--- src/core/pwr_seq_pkg.sv ---
`default_nettype none
package pwr_seq_pkg;

  // Clock and crystal tick rates.
  localparam int CLK_HZ        = 40_000_000;
  localparam int CLK_PERIOD_NS = 25;
  localparam int XTAL_HZ       = 32_768;
  localparam int XTAL_DIV      = CLK_HZ / XTAL_HZ;

  // Reset pin must stay high this long before the reset is trusted.
  localparam int RESET_MIN_NS  = 2000;
  localparam int RESET_MIN_CYC = (RESET_MIN_NS + CLK_PERIOD_NS - 1) / CLK_PERIOD_NS;

  // Reset timer lengths and the low supply grace period, in crystal ticks.
  localparam int TIMER_W          = 13;
  localparam int RESET_TICKS      = 4100;
  localparam int BATT_RESET_TICKS = 2;
  localparam int SOFT_RESET_TICKS = 8;
  localparam int LOWBAT_TICKS     = 4;

  localparam logic [15:0] BOOT_ADDR = 16'h0000;

  // Register addresses and bit positions.
  localparam logic [7:0]  SFR_POWER_STATUS = 8'hF9;
  localparam logic [15:0] IO_CLOCK_CTRL    = 16'h2200;
  localparam logic [15:0] IO_WAKE_FLAGS    = 16'h28B0;
  localparam logic [15:0] IO_MODE_CTRL     = 16'h28B2;
  localparam logic [15:0] IO_DOG_CTRL      = 16'h28B4;
  localparam int SOFT_RESET_BIT  = 3;
  localparam int LOWBAT_FLAG_BIT = 2;
  localparam int DOG_FLAG_BIT    = 4;
  localparam int SLEEP_BIT       = 7;
  localparam int LCD_ONLY_BIT    = 6;
  localparam int DOG_KICK_BIT    = 7;
  localparam logic [1:0] MODE_RESET = 2'h0;

  typedef enum logic [2:0] {
    PS_SYS_OK   = 3'h0,
    PS_SYS_LOW  = 3'h1,
    PS_BAT_OK   = 3'h2,
    PS_BAT_WEAK = 3'h3,
    PS_BAT_LOW  = 3'h5
  } power_code_t;

  typedef enum logic [2:0] {
    ST_PIN_RESET = 3'h0,
    ST_TIMER     = 3'h1,
    ST_RUN       = 3'h2,
    ST_LOWBAT    = 3'h3,
    ST_HOLD      = 3'h4,
    ST_DORMANT   = 3'h5
  } seq_state_t;

  // Pins from outside the clock domain.
  typedef struct packed {
    logic reset_pin;
    logic test_pin;
    logic debug_reset_n;
    logic debug_enable_pin;
    logic analog_ok;
    logic system_ok;
    logic core_ok_hi;
    logic core_ok_lo;
  } pins_t;
  // Idle levels: supplies good and debug reset released, so no false battery edge follows reset.
  localparam logic [7:0] PINS_RESET = 8'h2F;

  // Power control outputs.
  typedef struct packed {
    logic cpu_reset;
    logic chip_reset;
    logic on_battery;
    logic battery_run_mode;
    logic flash_write_block;
    logic converter_clk_en;
  } power_ctl_t;
  localparam logic [5:0] CTL_RESET = 6'h31;

endpackage
`default_nettype wire

--- src/core/power_fault_reset_control.sv ---
`default_nettype none
module power_fault_reset_control
  import pwr_seq_pkg::*;
#(
  parameter int RESET_TIMER_TICKS = RESET_TICKS,
  parameter int DIV               = XTAL_DIV
)(
  // Clock and reset
  input  wire logic        core_clk,
  input  wire logic        nrst,
  // Pins and supply comparators
  input  wire logic        reset_pin,
  input  wire logic        test_pin,
  input  wire logic        debug_reset_n,
  input  wire logic        debug_enable_pin,
  input  wire logic        analog_supply_cmp,
  input  wire logic        system_supply_cmp,
  input  wire logic        core_supply_hi_cmp,
  input  wire logic        core_supply_lo_cmp,
  // Same-clock events
  input  wire logic        dog_overflow,
  input  wire logic        wake_event,
  // Special function register port
  input  wire logic [7:0]  sfr_addr,
  input  wire logic        sfr_rd,
  output logic      [7:0]  sfr_rdata,
  // I/O register port
  input  wire logic [15:0] io_addr,
  input  wire logic        io_wr,
  input  wire logic [7:0]  io_wdata,
  input  wire logic        io_rd,
  output logic      [7:0]  io_rdata,
  // Supply status
  output logic      [2:0]  power_status_code,
  output logic             analog_supply_ok_flag,
  output logic             system_supply_ok_flag,
  output power_ctl_t       ctl,
  output logic             battery_irq,
  // Resets and boot
  output logic             cpu_core_reset,
  output logic             test_mux_reset,
  output logic             rtc_reset,
  output logic      [15:0] boot_addr,
  output logic             wake,
  // Watchdog and flags
  output logic             dog_enable,
  output logic             dog_restart,
  output logic             low_battery_wake_flag,
  output logic             dog_overflow_flag
);

  localparam int RCW = $clog2(RESET_MIN_CYC + 1);

  pins_t pins;
  logic  tick;

  pin_sync #(
    .WIDTH (8),
    .INIT  (PINS_RESET)
  ) u_sync (
    .core_clk (core_clk),
    .nrst     (nrst),
    .raw      ({reset_pin, test_pin, debug_reset_n, debug_enable_pin,
                analog_supply_cmp, system_supply_cmp, core_supply_hi_cmp,
                core_supply_lo_cmp}),
    .clean    (pins)
  );

  tick_divider #(
    .DIV (DIV)
  ) u_tick (
    .core_clk (core_clk),
    .nrst     (nrst),
    .tick     (tick)
  );

  // Register decode.
  logic wr_clock;
  logic wr_mode;
  logic wr_dog;
  logic soft_reset;
  logic mode_write;

  assign wr_clock   = io_wr && (io_addr == IO_CLOCK_CTRL);
  assign wr_mode    = io_wr && (io_addr == IO_MODE_CTRL);
  assign wr_dog     = io_wr && (io_addr == IO_DOG_CTRL);
  assign soft_reset = wr_clock && io_wdata[SOFT_RESET_BIT];
  assign mode_write = wr_mode && (io_wdata[SLEEP_BIT] || io_wdata[LCD_ONLY_BIT]);

  // Status code from the comparators.
  power_code_t code;

  always_comb
  begin
    if (pins.system_ok)
      code = pins.analog_ok ? PS_SYS_OK : PS_SYS_LOW;
    else if (!pins.core_ok_lo)
      code = PS_BAT_LOW;
    else if (!pins.core_ok_hi)
      code = PS_BAT_WEAK;
    else
      code = PS_BAT_OK;
  end

  // Reset pin qualification: a glitch shorter than the minimum never resets the chip.
  logic [RCW-1:0] rpin_cnt_q;
  logic [RCW-1:0] rpin_cnt_d;
  logic           pin_reset;

  always_comb
  begin
    rpin_cnt_d = '0;
    if (pins.reset_pin)
      rpin_cnt_d = (rpin_cnt_q == RCW'(RESET_MIN_CYC)) ? rpin_cnt_q : rpin_cnt_q + 1'b1;
  end

  assign pin_reset = (rpin_cnt_q == RCW'(RESET_MIN_CYC));

  // Sequencer.
  seq_state_t         state_q, state_d;
  logic [TIMER_W-1:0] timer_q, timer_d;
  logic [1:0]         mode_q, mode_d;
  logic               wake_q, wake_d;
  logic               lowbat_q, lowbat_d;
  logic               dogf_q, dogf_d;
  logic               wake_rise;
  logic               chip_reset;

  assign chip_reset = pin_reset || soft_reset;

  always_comb
  begin
    state_d  = state_q;
    timer_d  = timer_q;
    mode_d   = mode_q;
    wake_d   = wake_q;
    lowbat_d = lowbat_q;
    if (wr_mode)
      mode_d = {io_wdata[SLEEP_BIT], io_wdata[LCD_ONLY_BIT]};
    unique case (state_q)
      ST_PIN_RESET:
      begin
        wake_d = 1'b0;
        if (!pin_reset)
        begin
          state_d = ST_TIMER;
          timer_d = pins.system_ok ? TIMER_W'(RESET_TIMER_TICKS)
                                   : TIMER_W'(BATT_RESET_TICKS);
        end
      end
      ST_TIMER:
      begin
        if (tick)
        begin
          timer_d = timer_q - 1'b1;
          if (timer_q <= TIMER_W'(1))
          begin
            state_d = ST_RUN;
            wake_d  = 1'b1;
          end
        end
      end
      ST_RUN:
      begin
        if (mode_write)
        begin
          state_d = ST_DORMANT;
          wake_d  = 1'b0;
        end
        else if (!pins.system_ok && code == PS_BAT_LOW && !mode_q[1])
        begin
          state_d = ST_LOWBAT;
          timer_d = TIMER_W'(LOWBAT_TICKS);
        end
      end
      ST_LOWBAT:
      begin
        if (mode_write)
        begin
          state_d = ST_DORMANT;
          wake_d  = 1'b0;
        end
        else if (pins.system_ok || pins.core_ok_lo)
          state_d = ST_RUN;
        else if (tick)
        begin
          timer_d = timer_q - 1'b1;
          if (timer_q <= TIMER_W'(1))
          begin
            state_d = ST_HOLD;
            wake_d  = 1'b0;
          end
        end
      end
      ST_HOLD:
      begin
        if (pins.system_ok || pins.core_ok_lo)
        begin
          state_d  = ST_RUN;
          wake_d   = 1'b1;
          lowbat_d = 1'b1;
        end
      end
      ST_DORMANT:
      begin
        if (wake_event || pins.system_ok)
        begin
          mode_d = MODE_RESET;
          if (!pins.system_ok && !pins.core_ok_lo)
            state_d = ST_HOLD;
          else
          begin
            state_d = ST_RUN;
            wake_d  = 1'b1;
          end
        end
      end
      default:
        state_d = ST_PIN_RESET;
    endcase
    if (soft_reset)
    begin
      state_d = ST_TIMER;
      timer_d = TIMER_W'(SOFT_RESET_TICKS);
      mode_d  = MODE_RESET;
      wake_d  = 1'b0;
    end
    if (pin_reset)
    begin
      state_d = ST_PIN_RESET;
      mode_d  = MODE_RESET;
      wake_d  = 1'b0;
    end
    // A falling wake clears the flags; an overflow in the same cycle still wins.
    if (wake_q && !wake_d)
      lowbat_d = 1'b0;
    dogf_d = dogf_q;
    if ((wake_q && !wake_d) || pin_reset)
      dogf_d = 1'b0;
    if (dog_overflow)
      dogf_d = 1'b1;
  end

  assign wake_rise = !wake_q && wake_d;

  // Output registers.
  power_ctl_t  ctl_d, ctl_q;
  logic [2:0]  code_q;
  logic        aok_q, sok_q;
  logic        irq_q, irq_d;
  logic        restart_q, restart_d;
  logic [7:0]  sfr_q, sfr_d;
  logic [7:0]  io_q, io_d;

  always_comb
  begin
    ctl_d.cpu_reset         = !(state_d == ST_RUN || state_d == ST_LOWBAT);
    ctl_d.chip_reset        = chip_reset;
    ctl_d.on_battery        = !pins.system_ok;
    ctl_d.battery_run_mode  = !pins.system_ok && state_d != ST_DORMANT;
    ctl_d.flash_write_block = !pins.system_ok && code != PS_BAT_OK;
    // Converter enables live elsewhere; only the clocks are gated here.
    ctl_d.converter_clk_en  = pins.system_ok;
    irq_d     = !pins.system_ok && !ctl_q.on_battery;
    restart_d = (wr_dog && io_wdata[DOG_KICK_BIT])
                || (state_q == ST_DORMANT && wake_rise) || pins.debug_enable_pin;
    sfr_d = sfr_q;
    if (sfr_rd)
      sfr_d = (sfr_addr == SFR_POWER_STATUS) ? {5'h00, code_q} : 8'h00;
    io_d = io_q;
    if (io_rd)
    begin
      unique case (io_addr)
        IO_WAKE_FLAGS:
          io_d = (8'(lowbat_q) << LOWBAT_FLAG_BIT) | (8'(dogf_q) << DOG_FLAG_BIT);
        IO_MODE_CTRL:
          io_d = 8'(({7'h00, mode_q[1]} << SLEEP_BIT) | ({7'h00, mode_q[0]} << LCD_ONLY_BIT));
        default:
          io_d = 8'h00;
      endcase
    end
  end

  always_ff @(posedge core_clk or negedge nrst)
  begin
    if (!nrst)
    begin
      rpin_cnt_q <= '0;
      state_q    <= ST_PIN_RESET;
      timer_q    <= '0;
      mode_q     <= MODE_RESET;
      wake_q     <= 1'b0;
      lowbat_q   <= 1'b0;
      dogf_q     <= 1'b0;
      ctl_q      <= CTL_RESET;
      code_q     <= 3'h0;
      aok_q      <= 1'b0;
      sok_q      <= 1'b0;
      irq_q      <= 1'b0;
      restart_q  <= 1'b0;
      sfr_q      <= 8'h00;
      io_q       <= 8'h00;
    end
    else
    begin
      rpin_cnt_q <= rpin_cnt_d;
      state_q    <= state_d;
      timer_q    <= timer_d;
      mode_q     <= mode_d;
      wake_q     <= wake_d;
      lowbat_q   <= lowbat_d;
      dogf_q     <= dogf_d;
      ctl_q      <= ctl_d;
      code_q     <= code;
      aok_q      <= pins.analog_ok;
      sok_q      <= pins.system_ok;
      irq_q      <= irq_d;
      restart_q  <= restart_d;
      sfr_q      <= sfr_d;
      io_q       <= io_d;
    end
  end

  assign power_status_code     = code_q;
  assign analog_supply_ok_flag = aok_q;
  assign system_supply_ok_flag = sok_q;
  assign ctl                   = ctl_q;
  assign battery_irq           = irq_q;
  assign sfr_rdata             = sfr_q;
  assign io_rdata              = io_q;
  assign wake                  = wake_q;
  assign low_battery_wake_flag = lowbat_q;
  assign dog_overflow_flag     = dogf_q;
  assign dog_restart           = restart_q;
  // The core reset combines the sequencer reset with the debug pin; the debug pin never starts the timer.
  assign cpu_core_reset        = ctl_q.cpu_reset || !pins.debug_reset_n;
  assign test_mux_reset        = pin_reset && pins.test_pin;
  assign rtc_reset             = pin_reset && pins.test_pin;
  assign dog_enable            = !pins.debug_enable_pin;
  assign boot_addr             = BOOT_ADDR;

endmodule
`default_nettype wire

--- src/core/pin_sync.sv ---
`default_nettype none
module pin_sync
  import pwr_seq_pkg::*;
#(
  parameter int         WIDTH = 8,
  parameter logic [7:0] INIT  = PINS_RESET
)(
  // Clock and reset
  input  wire logic             core_clk,
  input  wire logic             nrst,
  // Raw and filtered levels
  input  wire logic [WIDTH-1:0] raw,
  output logic      [WIDTH-1:0] clean
);

  for (genvar i = 0; i < WIDTH; i++)
  begin : g_bit
    logic s1_q;
    logic s2_q;
    logic s3_q;
    logic out_q;
    logic out_d;

    // The first stage feeds only the second; the output moves once stages two and three agree.
    always_comb
    begin
      out_d = out_q;
      if (s2_q == s3_q)
        out_d = s3_q;
    end

    always_ff @(posedge core_clk or negedge nrst)
    begin
      if (!nrst)
      begin
        s1_q  <= INIT[i];
        s2_q  <= INIT[i];
        s3_q  <= INIT[i];
        out_q <= INIT[i];
      end
      else
      begin
        s1_q  <= raw[i];
        s2_q  <= s1_q;
        s3_q  <= s2_q;
        out_q <= out_d;
      end
    end

    assign clean[i] = out_q;
  end

endmodule
`default_nettype wire

--- src/core/tick_divider.sv ---
`default_nettype none
module tick_divider
  import pwr_seq_pkg::*;
#(
  parameter int DIV = XTAL_DIV
)(
  // Clock and reset
  input  wire logic core_clk,
  input  wire logic nrst,
  // One-cycle crystal tick
  output logic      tick
);

  localparam int CW = $clog2(DIV);

  logic [CW-1:0] cnt_q;
  logic [CW-1:0] cnt_d;
  logic          tick_q;
  logic          tick_d;

  always_comb
  begin
    tick_d = 1'b0;
    cnt_d  = cnt_q + 1'b1;
    if (cnt_q == CW'(DIV - 1))
    begin
      cnt_d  = '0;
      tick_d = 1'b1;
    end
  end

  always_ff @(posedge core_clk or negedge nrst)
  begin
    if (!nrst)
    begin
      cnt_q  <= '0;
      tick_q <= 1'b0;
    end
    else
    begin
      cnt_q  <= cnt_d;
      tick_q <= tick_d;
    end
  end

  assign tick = tick_q;

endmodule
`default_nettype wire

--- config.mk ---
export PLATFORM = sky130hd
export DESIGN_NAME = power_fault_reset_control
export DESIGN_NICKNAME = d
export VERILOG_FILES = /design/src/core/pwr_seq_pkg.sv /design/src/core/power_fault_reset_control.sv /design/src/core/pin_sync.sv /design/src/core/tick_divider.sv
export SDC_FILE = /design/constraint.sdc
export NUM_CORES = 1
export LEC_CHECK = 0
export ABC_AREA = 0
export BUFFER_PORTS_ARGS = -buffer_cell sky130_fd_sc_hd__buf_2
export CORE_MARGIN = 2
export CORE_UTILIZATION = 37
export CTS_BUF_LIST = sky130_fd_sc_hd__clkbuf_8
export DETAILED_ROUTE_END_ITERATION = 7
export RECOVER_POWER = 100
export REMOVE_ABC_BUFFERS = 1
export SLEW_MARGIN = 20
export SYNTH_ARGS = -nofsm -noshare
export SYNTH_HDL_FRONTEND = slang
export SYNTH_SLANG_ARGS = --single-unit
--- constraint.sdc ---
create_clock -name core_clk -period 3.75 [get_ports core_clk]
set_clock_uncertainty 0.05 [all_clocks]
set_input_delay 0 -clock core_clk [delete_from_list [all_inputs] [get_ports core_clk]]
set_output_delay 0 -clock core_clk [all_outputs]
set_load 0.1 [all_outputs]
==> results.md <==
* Syn Inst Count at 391
* WS Path Type: register to output port
* WL final at 8651 um
* P&R area growth vs syn at 17.29%
* First-pass GRT wire length at 14,680 um
* FF+latch count, synth at 92
* CP endpoint kind: output port
* Area of the mapped netlist at 0.004204 sq mm
* Drt first-iter violations at 138
* CP top delay family: buffers and inverters
* Final core occ at 0.4490
* Fmax at 374.8 MHz
* Die footprint at 0.01223 sq mm
* Failing checks: capacitance limit, slew limit
* Hold Vio Cnt, Final at 0
* Num CTS Buffers at 9
* Initial core utilization at 0.3828
* Critical Path RT at 3.70 ns
* DRT met1 WL at 3894 um
* Inserted Diodes at 0
* Die H at 110.6 um
* Seq/Total Area, Yosys at 0.5545
* Routed WL per cell at 13.91 um
* Setup TNS at 0 ns
* Number of synthesized flops with an enable pin at 0
* CP Max Fanout at 5
* Clock latency at the later pin of the worst-skew pair at 0.36 ns
* Largest net degree at the start of global routing at 63
* RSZ-0062 raised after global routing: no
* Longest Clk Path Bufs at 2
* Clock transition at path regs at 0.09 ns
* Filler cells at 1,027
* Vias after detailed routing at 3,097
* Row count at 38
* Setup Buffers After CTS at 0
* DPL Wire Length at 6069 um
* Number of global-route vias before repair at 3,163
* Max-Slew Margin vs Limit at -0.01008
* Worst path max stage delay at 0.87 ns
* CP Cell Sequence: inv_1 -> ha_1 -> nand4bb_1 -> nor2_1 -> and2_1 -> clkbuf_1
* Die Width at 110.6 um
* Fin cells at 622
* DRC Markers at 0
* Post-synthesis cell type count at 58
* Metal3 WL at 317 um
* Commonest non-fill, non-tap cell in the layout: dfrtp_1
* Most frequent cells in the layout: dfrtp_1, buf_2, clkbuf_1, conb_1, nor2_1
* Total power at 2179 uW
* Met2 WL at 4321 um
* Final worst-path cycle share at 0.7114
* # placed instances at 589
* Yosys warning total at 0
* Critical path arrival at 2.62 ns
* Post-synthesis area per instance at 10.75 sq um
* Htree depth at 3
* FFs w/ async S/R, synth at 1.000
* Core ar. at 0.01098 sq mm
* GRT Residual Overflow at 0
* CTS tree: yes
* Ports at 99
* Buffers on Ports at 68
* Final setup vio count at 0
* Total track usage at 0.1460
* Initial antenna violation count at 0
* Drt first pass iters at 4
* HP Class: input port to register
* Placer Congestion at 0.8685
* Power density over the cells at 441.9 mW/mm^2
* Uppermost layer routed: met4
* Worst setup SP type: register
* CP bufs+invs at 2
* Max_cap viols at 1
* Leakage power at 0.002183 uW
* Worst-margin pin slew at 1.515 ns
* Remaining antenna violation count after routing at 0
* Status: finished, violations left
* Max Slew Vio Count at 63
* # nets final at 529
* Slowest CP cell: clkbuf_1
* Via density at 4.979
* Most used DFF post-synth: dfrtp_1
* Minimum clock period at 2.668 ns
* Max rail drop VDD at 254.4 uV
* Root Buffer: clkbuf_8
* CTS sink count at 92
* Layout cells sized above 1 at 0.1618
per-stage QoR:
| step | hold WS [ns] | worst slack [ns] | area, sq um |
|---|---|---|---|
| final | 0.006798 | 1.082 | 4931 |
| after global routing | 0.04647 | 0.8930 | 4931 |
| after floorplan | -0.3456 | 1.312 | 4053 |
| after CTS | 0.0003905 | 1.463 | 4987 |
| after global placement | 0.05590 | 1.481 | 4578 |
| after detailed placement | 0.05718 | 1.466 | 4578 |
cells in the mapped netlist (all sizes together) (2+ instances only):
| master | n | area [sq um] |
|---|---|---|
| o211a | 3 | 30.03 |
| mux2i | 3 | 30.03 |
| or3 | 2 | 12.51 |
| a21o | 3 | 22.52 |
| nor3 | 9 | 45.04 |
| o31ai | 4 | 30.03 |
| nor3b | 2 | 15.01 |
| o311ai | 3 | 26.28 |
| a21oi | 21 | 105.1 |
| xnor2 | 8 | 70.07 |
| ha | 5 | 62.56 |
| o2111ai | 2 | 17.52 |
| and2 | 9 | 56.30 |
| o21ai | 19 | 95.09 |
| nor4b | 4 | 35.03 |
| o22ai | 3 | 18.77 |
| clkbuf | 6 | 22.52 |
| nor2b | 5 | 31.28 |
| nand2b | 9 | 56.30 |
| and4 | 2 | 17.52 |
| nor2 | 24 | 90.09 |
| nor4 | 7 | 58.81 |
| a211oi | 2 | 20.02 |
| or4b | 2 | 23.77 |
| a31oi | 6 | 37.54 |
| nand4 | 5 | 31.28 |
| inv | 20 | 75.07 |
| and3 | 7 | 43.79 |
| xor2 | 5 | 43.79 |
| a21boi | 2 | 15.01 |
| nand3 | 19 | 95.09 |
| dfstp | 23 | 604.3 |
| maj3 | 8 | 80.08 |
| nand2 | 23 | 86.33 |
| dfrtp | 69 | 1727 |
| and3b | 2 | 17.52 |
| buf | 29 | 219.0 |
worst min-delay path, delay by kind of cell:
| family | cells | cell delay, ns |
|---|---|---|
| AOI/OAI and AO/OA | 2 | 0.23 |
| buffers and inverters | 1 | 0.09 |
| and+or+nand+nor | 1 | 0.06 |
metal layers:
| metal | vias up | track usage |
|---|---|---|
| met1 | 1509 | 0.1832 |
| li1 | 1505 | - |
| met5 | - | 0 |
| met3 | 13 | 0.02415 |
| met4 | 0 | 0.06833 |
| met2 | 70 | 0.2462 |
repair_timing:
| action | 4_1_cts | 5_1_grt |
|---|---|---|
| gates resized for setup | 0 | 0 |
| hold buffers | 17 | 0 |
| endpoints found under the hold margin | 69 | 0 |
kinds of logic after synthesis:
logic type / share of synthesized area
AO/OA/AOI/OAI: 0.1211
XOR/XNOR: 0.02708
adder cells (fa/ha/maj): 0.03393
buffers and inverters: 0.07529
flip-flops: 0.5545
multiplexers: 0.007143
other: 0.0008920
AND/OR/NAND/NOR: 0.1801
report_power, final:
part | switching [uW] | internal (uW) | leakage (uW) | total (uW)
combinational | 269 | 52.7 | 0.000952 | 322
clock | 349 | 440 | 0.000115 | 790
sequential | 28.2 | 1040 | 0.00112 | 1070
path summary, 6_finish.rpt:
path,start,to,slack (ns),cells past startpoint
min in group asynchronous,nrst,u_sync.g_bit[7].out_q,0.50,2
min reg2reg,u_sync.g_bit[4].s1_q,u_sync.g_bit[4].s2_q,0.30,0
max,rpin_cnt_q[0],test_mux_reset,1.08,6
min,io_addr[1],dog_restart,0.007,4
max in group asynchronous,nrst,u_sync.g_bit[2].s2_q,1.96,3
max reg2reg,u_sync.g_bit[2].out_q,timer_q[11],1.48,5
state kept, by name, summed over array words and instances, names as in the netlist, 6 cells and up:
name and count:
timer_q 13, rpin_cnt_q 7, u_tick.cnt_q 11, u_sync.g_bit.s1_q 8, u_sync.g_bit.s2_q 8, u_sync.g_bit.s3_q 8, u_sync.g_bit.out_q 8, ctl 6
final cells by class:
cell class	instances	area [sq um]	share of cell area
timing repair buffer	86	483.0	0.09794
tap	140	175.2	0.03552
multi-input combinational	268	1628	0.3301
inverter	20	75.07	0.01522
clock inverter	7	115.1	0.02334
sequential	92	2331	0.4727
clock buffer	9	123.9	0.02512
Note: power is estimated with default switching activity, not from simulation.
